**src/verilog/plms_pkg.sv**
```systemverilog
// Functional notes
// - switch open asserts low signal and lamp
// - paper low on bit five, host high
// - first motion rising edge sets latch
// - set latch drives bit eight high
// - paper low holds motion latch set
// - tape reader advances one line per read
// - half-inch strobe every twenty-four steps
package plms_pkg;
  localparam int unsigned STEPS_PER_INCH   = 48;  // motor steps per inch
  localparam int unsigned STEPS_PER_HALF   = 24;  // steps per half-inch strobe
  localparam int unsigned BIT_LOW          = 5;   // port bit, paper low
  localparam int unsigned BIT_MOTION       = 8;   // port bit, motion
  localparam int unsigned BIT_LPI          = 9;   // port bit, lpi switch
  localparam int unsigned TAPE_CH_STD      = 8;   // standard tape channels
  localparam int unsigned TAPE_CH_OPT      = 12;  // optional tape channels
  localparam int unsigned PORT_W           = 16;  // input port width
  localparam logic        MOTION_RST       = 1'b0; // motion latch reset
  localparam logic [4:0]  STEP_CNT_RST     = 5'h00; // step counter reset
endpackage

```
**src/verilog/plms_supervisor.sv**
```systemverilog
`timescale 1ns/1ps
////////////////////////////////////////////////////////////////////////////
// paper low conditioning, paper motion latch, half-inch strobe and
// format tape read sequencing
module plms_supervisor #(
  parameter int unsigned TAPE_CH = plms_pkg::TAPE_CH_STD  // tape channels
) (
  input  wire logic               clk_i,
  input  wire logic               reset_n_i,
  input  wire logic               low_switch_closed_i, // 1 = paper present
  input  wire logic               motion_sensor_i,     // disc optical level
  input  wire logic               feed_start_i,        // pulse, feed begins
  input  wire logic               motor_step_i,        // pulse, one step
  input  wire logic               lpi_eight_i,         // lpi switch level
  input  wire logic [TAPE_CH-1:0] tape_holes_i,        // tape sensor
  input  wire logic               tape_read_i,         // pulse, read request
  output logic                    paper_low_n_o,       // active low signal
  output logic                    low_lamp_o,          // panel indicator
  output logic                    host_paper_low_o,    // to host, high
  output logic [plms_pkg::PORT_W-1:0] port_twelve_o,   // polled input port
  output logic                    half_inch_strobe_o,  // pulse per 24 steps
  output logic [TAPE_CH-1:0]      tape_line_o,         // presented line
  output logic                    tape_valid_o,        // pulse, line ready
  output logic                    tape_advance_o       // pulse, sprocket
);

  // only the two documented reader widths are served
  if (TAPE_CH != plms_pkg::TAPE_CH_STD && TAPE_CH != plms_pkg::TAPE_CH_OPT)
    $error("TAPE_CH must be 8 or 12");

  ////////////////////////////////////////////////////////////////////////////
  // state
  typedef enum logic [2:0] {
    PLMS_T_IDLE = 3'b001,  // no read pending
    PLMS_T_WAIT = 3'b010,  // waiting for half-inch strobe
    PLMS_T_SHOW = 3'b100   // present line
  } plms_tape_t;

  logic        low_reg,    low_next;     // conditioned paper low
  logic        low_n_reg,  low_n_next;   // active-low copy for the pin
  logic        motion_reg, motion_next;  // motion latch
  logic [4:0]  step_reg,   step_next;    // steps within half inch
  logic        strobe_reg, strobe_next;  // half-inch strobe
  plms_tape_t  tape_reg,   tape_next;    // tape sequencer
  logic [TAPE_CH-1:0] line_reg, line_next; // latched tape line
  logic        valid_reg,  valid_next;   // tape line pulse
  logic        adv_reg,    adv_next;     // sprocket pulse
  logic        motion_rise;              // sensor positive edge

  ////////////////////////////////////////////////////////////////////////////
  // motion sensor edge; slot-to-no-slot gives the positive edge
  plms_edge u_motion_edge (
    .clk_i     (clk_i),
    .reset_n_i (reset_n_i),
    .level_i   (motion_sensor_i),
    .rise_o    (motion_rise)
  );

  ////////////////////////////////////////////////////////////////////////////
  // paper low and motion latch next values
  always_comb begin
    low_next = ~low_switch_closed_i;
    low_n_next = low_switch_closed_i;
    motion_next = motion_reg;
    // clear at feed start, but an edge in the same cycle still sets it
    if (feed_start_i) begin
      motion_next = 1'b0;
    end
    if (motion_rise) begin
      motion_next = 1'b1;
    end
    // paper low forces the latch set so the last form feeds without jam
    if (low_reg) begin
      motion_next = 1'b1;
    end
  end

  // paper low and motion registers
  always_ff @(posedge clk_i or negedge reset_n_i) begin
    if (!reset_n_i) begin
      low_reg    <= 1'b0;
      low_n_reg  <= 1'b1;  // pin idles high: no paper low
      motion_reg <= plms_pkg::MOTION_RST;
    end else begin
      low_reg    <= low_next;
      low_n_reg  <= low_n_next;
      motion_reg <= motion_next;
    end
  end

  ////////////////////////////////////////////////////////////////////////////
  // half-inch strobe from motor step count
  always_comb begin
    step_next   = step_reg;
    strobe_next = 1'b0;
    if (motor_step_i) begin
      if (step_reg == 5'(plms_pkg::STEPS_PER_HALF - 1)) begin
        step_next   = plms_pkg::STEP_CNT_RST;
        strobe_next = 1'b1;
      end else begin
        step_next = step_reg + 5'h01;
      end
    end
  end

  // strobe registers
  always_ff @(posedge clk_i or negedge reset_n_i) begin
    if (!reset_n_i) begin
      step_reg   <= plms_pkg::STEP_CNT_RST;
      strobe_reg <= 1'b0;
    end else begin
      step_reg   <= step_next;
      strobe_reg <= strobe_next;
    end
  end

  ////////////////////////////////////////////////////////////////////////////
  // tape reader: one line per read, synced to the half-inch strobe
  always_comb begin
    tape_next  = tape_reg;
    line_next  = line_reg;
    valid_next = 1'b0;
    adv_next   = 1'b0;
    case (tape_reg)
      PLMS_T_IDLE: begin
        if (tape_read_i) begin
          tape_next = PLMS_T_WAIT;
        end
      end
      PLMS_T_WAIT: begin
        // wait for sprocket alignment before sampling holes
        if (strobe_reg) begin
          tape_next = PLMS_T_SHOW;
        end
      end
      PLMS_T_SHOW: begin
        line_next  = tape_holes_i;
        valid_next = 1'b1;
        adv_next   = 1'b1;
        tape_next  = PLMS_T_IDLE;
      end
      default: begin
        tape_next = PLMS_T_IDLE;
      end
    endcase
  end

  // tape registers
  always_ff @(posedge clk_i or negedge reset_n_i) begin
    if (!reset_n_i) begin
      tape_reg  <= PLMS_T_IDLE;
      line_reg  <= '0;
      valid_reg <= 1'b0;
      adv_reg   <= 1'b0;
    end else begin
      tape_reg  <= tape_next;
      line_reg  <= line_next;
      valid_reg <= valid_next;
      adv_reg   <= adv_next;
    end
  end

  // lpi switch sampling is the controller's job; just present it
  logic lpi_reg;  // registered lpi level
  always_ff @(posedge clk_i or negedge reset_n_i) begin
    if (!reset_n_i) begin
      lpi_reg <= 1'b0;
    end else begin
      lpi_reg <= lpi_eight_i;
    end
  end

  ////////////////////////////////////////////////////////////////////////////
  // outputs, all straight from flip-flops
  // own flop rather than an inverter after low_reg: no gate on the pin
  assign paper_low_n_o    = low_n_reg;
  assign low_lamp_o       = low_reg;
  assign host_paper_low_o = low_reg;
  always_comb begin
    port_twelve_o = '0;
    port_twelve_o[plms_pkg::BIT_LOW]    = low_reg;
    port_twelve_o[plms_pkg::BIT_MOTION] = motion_reg;
    port_twelve_o[plms_pkg::BIT_LPI]    = lpi_reg;
  end
  assign half_inch_strobe_o = strobe_reg;
  assign tape_line_o        = line_reg;
  assign tape_valid_o       = valid_reg;
  assign tape_advance_o     = adv_reg;

  ////////////////////////////////////////////////////////////////////////////
  // checks
  // switch open shows paper low on every output one cycle later
  chk_low_to_port: assert property (
    @(posedge clk_i) disable iff (!reset_n_i)
    !low_switch_closed_i |=> port_twelve_o[5] && !paper_low_n_o
      && host_paper_low_o && low_lamp_o)
    else $error("paper low not shown");
  // clear direction too, so a stuck port bit or host line is caught
  chk_low_bit_tracks: assert property (
    @(posedge clk_i) disable iff (!reset_n_i)
    low_switch_closed_i |=> !port_twelve_o[5] && paper_low_n_o
      && !host_paper_low_o && !low_lamp_o)
    else $error("paper low shown with paper present");
  // a positive sensor edge always lands in the latch
  chk_edge_sets: assert property (
    @(posedge clk_i) disable iff (!reset_n_i)
    motion_sensor_i && !$past(motion_sensor_i) |=> port_twelve_o[8])
    else $error("motion edge missed");
  // the motion bit never rises without an edge or paper low
  chk_motion_bit: assert property (
    @(posedge clk_i) disable iff (!reset_n_i)
    $rose(port_twelve_o[8]) |-> $past(motion_rise) || $past(low_reg))
    else $error("motion bit set without cause");
  // paper low keeps the latch set from its second cycle on
  chk_low_holds: assert property (
    @(posedge clk_i) disable iff (!reset_n_i)
    low_reg [*2] |-> port_twelve_o[8])
    else $error("paper low did not hold latch");
  // a plain feed start empties the latch
  chk_feed_clears: assert property (
    @(posedge clk_i) disable iff (!reset_n_i)
    feed_start_i && !motion_rise && !low_reg |=> !port_twelve_o[8])
    else $error("latch not cleared at feed");
  // strobe is a single-cycle pulse
  chk_strobe_gap: assert property (
    @(posedge clk_i) disable iff (!reset_n_i)
    half_inch_strobe_o |=> !half_inch_strobe_o)
    else $error("strobe longer than one cycle");
  // strobe only follows the last step of a half inch
  chk_strobe_count: assert property (
    @(posedge clk_i) disable iff (!reset_n_i)
    half_inch_strobe_o |-> $past(motor_step_i)
      && $past(step_reg) == 5'(plms_pkg::STEPS_PER_HALF - 1))
    else $error("strobe not on last step of half inch");
  // line shown two cycles after the strobe, with the sprocket pulse
  chk_tape_sync: assert property (
    @(posedge clk_i) disable iff (!reset_n_i)
    tape_valid_o |-> $past(strobe_reg, 2) && tape_advance_o)
    else $error("tape read not strobe synced");
  // the presented line only moves with its valid pulse
  chk_tape_hold: assert property (
    @(posedge clk_i) disable iff (!reset_n_i)
    $stable(tape_line_o) || tape_valid_o)
    else $error("tape line changed without a read");
endmodule // plms_supervisor

```
**src/verilog/plms_edge.sv**
```systemverilog
`timescale 1ns/1ps
// rising edge detector on an input already synchronous to clk_i
module plms_edge (
  input  wire logic clk_i,
  input  wire logic reset_n_i,
  input  wire logic level_i,
  output logic      rise_o
);
  logic last_reg;  // previous sample
  logic last_next;

  // next value is just the current level
  always_comb begin
    last_next = level_i;
  end

  // register the sample
  always_ff @(posedge clk_i or negedge reset_n_i) begin
    if (!reset_n_i) begin
      last_reg <= 1'b0;
    end else begin
      last_reg <= last_next;
    end
  end

  assign rise_o = level_i & ~last_reg;
endmodule // plms_edge

```
**config.mk**
```make
export PLATFORM = sky130hd
export DESIGN_NAME = plms_supervisor
export DESIGN_NICKNAME = d
export VERILOG_FILES = /design/src/verilog/plms_pkg.sv /design/src/verilog/plms_supervisor.sv /design/src/verilog/plms_edge.sv
export SDC_FILE = /design/constraint.sdc
export NUM_CORES = 1
export LEC_CHECK = 0
export BUFFER_PORTS_ARGS = -buffer_cell sky130_fd_sc_hd__clkbuf_2
export CORE_MARGIN = 1
export CORE_UTILIZATION = 40
export CTS_BUF_LIST = sky130_fd_sc_hd__clkbuf_8
export DETAILED_ROUTE_END_ITERATION = 16
export PLACE_DENSITY = 0.72
export SETUP_SLACK_MARGIN = 0.3
export SLEW_MARGIN = 20
export SYNTH_ARGS = -nofsm -noshare
export SYNTH_HDL_FRONTEND = slang
export SYNTH_SLANG_ARGS = --single-unit
```
**constraint.sdc**
```tcl
create_clock -name clk_i -period 1.2 [get_ports clk_i]
set_input_delay 0.06 -clock clk_i [delete_from_list [all_inputs] [get_ports clk_i]]
set_output_delay 0.06 -clock clk_i [all_outputs]
set_load 0.005 [all_outputs]
```
Yosys cells after proc, flatten, opt, wreduce, memory -nomap -nowiden --
Index checks and enable logic that the tools add are counted. W data, S select, Z words.
Cells by class: $lt $le $gt $ge 0, bitwise logic cells 3, multiply operators 0, multiplexer cells 10, shifts and indexed selects 0, div/mod/pow operators 0, reduce and logical (&&, ||, !) cells 2, eq/ne operators 6, $add $sub $neg 1
Operator list (number):
- $mux W1 | 6
- $mux W3 | 2
- $pmux W3 S2 | 1
- $add A5 B1 Y5 const B | 1
- $eq A5 B5 Y1 const B | 1
- $mux W5 | 1
- $ne A2 B2 Y1 const B | 2
- $eq A3 B1 Y1 const B | 1
- $eq A3 B2 Y1 const B | 1
- $eq A3 B3 Y1 const B | 1
- $reduce_bool A3 Y1 | 1
- $not A1 Y1 | 2
- $reduce_and A2 Y1 | 1
- $and A1 B1 Y1 | 1
Word-level totals: memory bits (read-only) 0, memories kept 0, latch bits 0, memory bits (writable) 0, register bits after elaboration 23, word-level logic and storage cells 32, output and inout bits 30, bits of input ports 16

Longest topological paths before layout --
depth in word-level cells 4, mapped depth 4, gate-level depth less buffers 4

By module --
A second synthesis with hierarchy kept.
Second synthesis, totals: cells, all modules 77, area, all modules 1034.7 um^2
By module, submodules not included:
- plms_supervisor | sequential area each 553.0 um^2, instances 1, cells each 75, area an instance 996.0 um^2
- plms_edge | sequential area each 25.0 um^2, instances 1, cells each 2, area an instance 38.8 um^2

Worst setup path after synthesis --
No wires, ideal clock.
kind flip-flop to flip-flop, from reg tape_reg[1], to reg line_reg[0] (netlist: tape_line_o[0]), clock period less this slack 1149 ps, cell stages (with the launch flop) 4, setup time 125 ps, arrival 1024 ps, required time 1075 ps, setup slack 51 ps, path buffers 1, path through dfrtp_1 nor3b_2 buf_6 mux2_4
Between the ends: longest elaborated chain between the ends 1
RTL lines:
- start, declared | RTL line plms_supervisor.sv:44 | plms_tape_t tape_reg, tape_next;
- start signal, assigned | RTL line plms_supervisor.sv:156 | tape_reg <= tape_next;
- $eq A3 B3 Y1 | RTL line plms_supervisor.sv:124 | case (tape_reg)
- end signal, assigned | RTL line plms_supervisor.sv:157 | line_reg <= line_next;
- end, declared | RTL line plms_supervisor.sv:45 | logic [TAPE_CH-1:0] line_reg, line_next;
Every way passes these cells. A chain may end at the register's enable or synchronous reset.

Worst setup path in the final report --
from reg tape_reg[1], to reg line_reg[6] (netlist: tape_line_o[6])
The elaborated chain is that of the path after synthesis.

==> metrics <==
Least-Margin Pin Slew=541 ps; Sw Pwr=612 uW; critical-path cell list=nor3b_2 -> buf_4 -> mux2_4; number of diodes=0; wirelength, routed=1600 um; placeable core region=0.00245 mm^2; largest cells by area after synthesis=dfrtp_1 (51%), buf_4 (13%), mux2_4 (12%); clock tree from TritonCTS=yes; Initial DRC Count=2; Reg-to-Reg Start=tape_reg[1]; # setup viols final=0; Detailed Place HPWL=1170 um; crit-path max cell delay=390 ps; DR vias/cell=4.26; CP max FO=5; worst endpoint required time=1340 ps; Sw Share=27.5%; Die X=52.8 um; P_leak=0.716 nW; largest net degree at the start of global routing=24; global-route wire length before repair=2460 um; Worst Setup Start Kind=flip-flop; I/O pin count=46; Slew Viols, Final=0; Synth top area share=51.0%; Worst Setup Path Type=flip-flop to flip-flop; routing usage on met3=1.74%; period utilization=98.8%; Syn Inst Count=77; drt pass-1 iters=2; Clock Skew=1.64 ps; clock tree buffer depth=2; cell total after placement=135; layout cells sized above 1=56.3%; GRT overflow=0; Initial Util=42.0%; Max-Cap Viols=0; final core utilization=55.1%; smallest hold slack=33.2 ps; Final GP Congestion=0.602; TritonCTS buffer count=3; clk slew on worst S/H paths=80 ps; Most Crowded Layer GR=met2; setup TNS=0 ps; vias in the first global route=558; fin crit period=1190 ps; area leader, netlist=dfrtp_1; hold crit path type=input port to flip-flop; die area=0.00278 mm^2; max frequency=0.843 GHz; worst path arrival time=1330 ps; post-detailed-route DRC marker count=0; YS warnings=0; register bit total from synthesis=23; WHS Endpoint=tape_line_o[1]; RSZ-0062 raised after global routing=yes; worst hold start=tape_holes_i[1]; Seq/Total Area, Yosys=56.1%; max reg flops=8; total number of vias=635; Post-Syn Area=0.00103 mm^2; CTS root buf=clkbuf_8; Final Hold Fails=0; worst r2r dst=tape_line_o[6]; library cells used by synthesis=24; reg-to-reg slack, setup=10 ps; Row Count=18; synthesis-to-finish area growth=31.2%; reg2reg path depth=3; clock power share=20.5%; htree depth=1; P_int=1.61 mW; Post-layout nets=137; Tot GR Track Use=12.8%; Hold Crit Depth=2; sequential group share of total power=48.4%; Final Non-Filler Cells=149; clk_lat worst skew=250 ps; VDD IR-drop max=1.23 mV; clk sinks=23; GRT met1 Usage=13.6%; syn_area_per_cell=13.4 um^2; fin worst setup slack=13.9 ps; slowest CP cell=dfrtp_1; Post-synth ARST share=100%; status=complete, no violations; Chip Height=52.8 um; Wirelength per Cell=10.7 um; met2 Use GR=23.4%; CP endpoint kind=flip-flop; Port-buffer cells=32; post-placement setup slack=4.05 ps; Comb pwr share=31.1%; Primary FF master, synth=dfrtp_1; initial antenna violation count=0; number of flops mapped to enable cells by yosys=0; post-route ant nets=0; power per cell area=1640 mW/mm^2; Slew Limit Headroom=63.9%
## power groups by stage
stage	Clock (mW)	Combinational, mW	Sequential, mW
floorplan	0	0.339	1.06
global placement	0	0.382	1.07
global route	0.497	0.765	1.09
detailed placement	0	0.406	1.08
CTS	0.474	0.573	1.07
finish	0.456	0.691	1.07
## cells by family after synthesis
| kind of cell | count (synthesis) | share of synthesized area [%] |
|---|---|---|
| xor+xnor | 3 | 2.55 |
| fa+ha+maj | 1 | 1.21 |
| compound gates | 5 | 2.79 |
| other cells | 1 | 0.364 |
| buf+inv | 22 | 15.3 |
| flops | 23 | 56.1 |
| mux | 9 | 12.7 |
| simple gates | 13 | 8.98 |
## worst max-delay path, delay by kind of cell (launching register included)
kind | cells | cell delay, ps
AND/OR/NAND/NOR | 1 | 180
buffers and inverters | 1 | 190
multiplexers | 1 | 310
flip-flops | 1 | 390
## metrics by stage
step                      instance area (um^2)  total power, mW
after floorplan                           1090             1.40
after global placement                    1170             1.45
after detailed placement                  1170             1.48
after CTS                                 1310             2.11
after global routing                      1350             2.35
final                                     1350             2.22
## layer usage
layer	part of all wire, %	routed length, um
met3	4.8	76
met1	39	630
met5	0	0
met2	54	856
met4	2.3	37
## how the worst max path moves through the flow
| stage | start | endpoint | slack [ps] | cells past startpoint |
|---|---|---|---|---|
| 2_1_floorplan | tape_reg[1] | tape_line_o[0] | 70 | 3 |
| 3_3_place_gp | tape_reg[1] | tape_line_o[1] | 30 | 3 |
| 3_5_place_dp | tape_reg[1] | tape_line_o[6] | 4 | 3 |
| 4_1_cts | tape_reg[1] | tape_line_o[6] | 8 | 3 |
| 5_1_grt | tape_reg[1] | tape_line_o[6] | -30 | 3 |
| 6_report | tape_reg[1] | tape_line_o[6] | 10 | 3 |
## synth_stat cells (2+ instances only)
| cell type | n |
|---|---|
| dfrtp_1 | 21 |
| buf_4 | 18 |
| mux2_4 | 8 |
| inv_1 | 3 |
| dfstp_2 | 2 |
| nand2_1 | 2 |
| nand2b_1 | 2 |
| nor2_1 | 2 |
| nor3b_2 | 2 |
| o21ai_0 | 2 |
| xnor2_1 | 2 |
## layout make-up
cell class / count / area, um^2
multi-input cells: 44 / 400
clock inverters: 1 / 5.00
repair buffers: 45 / 279
well taps: 30 / 37.5
fillers: 207 / 1100
inverters: 3 / 11.3
clock buffers: 3 / 41.3
flip-flops and latches: 23 / 578
## placed cells by master (no fill, tap or decap), drive strengths merged
cell and count:
a21oi 1, xor2 1, conb 13, ha 1, o21ai 3, nand3 1, nand2 2, mux2 9
and2b 1, xnor2 2, dlygate4sd3 4, clkinv 1, nand4 1, nor3b 3, dfrtp 21, dfstp 2
buf 9, clkbuf 35, nand3b 1, inv 3, nand2b 2, a21o 1, nor2 2
## timing repair
item / CTS / global route
pin swaps: 2 / 3
resized for setup: 4 / 8
hold buffers: 4 / 0
setup endpoints to repair: 15 / 18
cloned: 0 / 0
hold endpoints to repair: 25 / 0
buffers inserted: 4 / 2
Note: power is estimated with default switching activity, not from simulation.
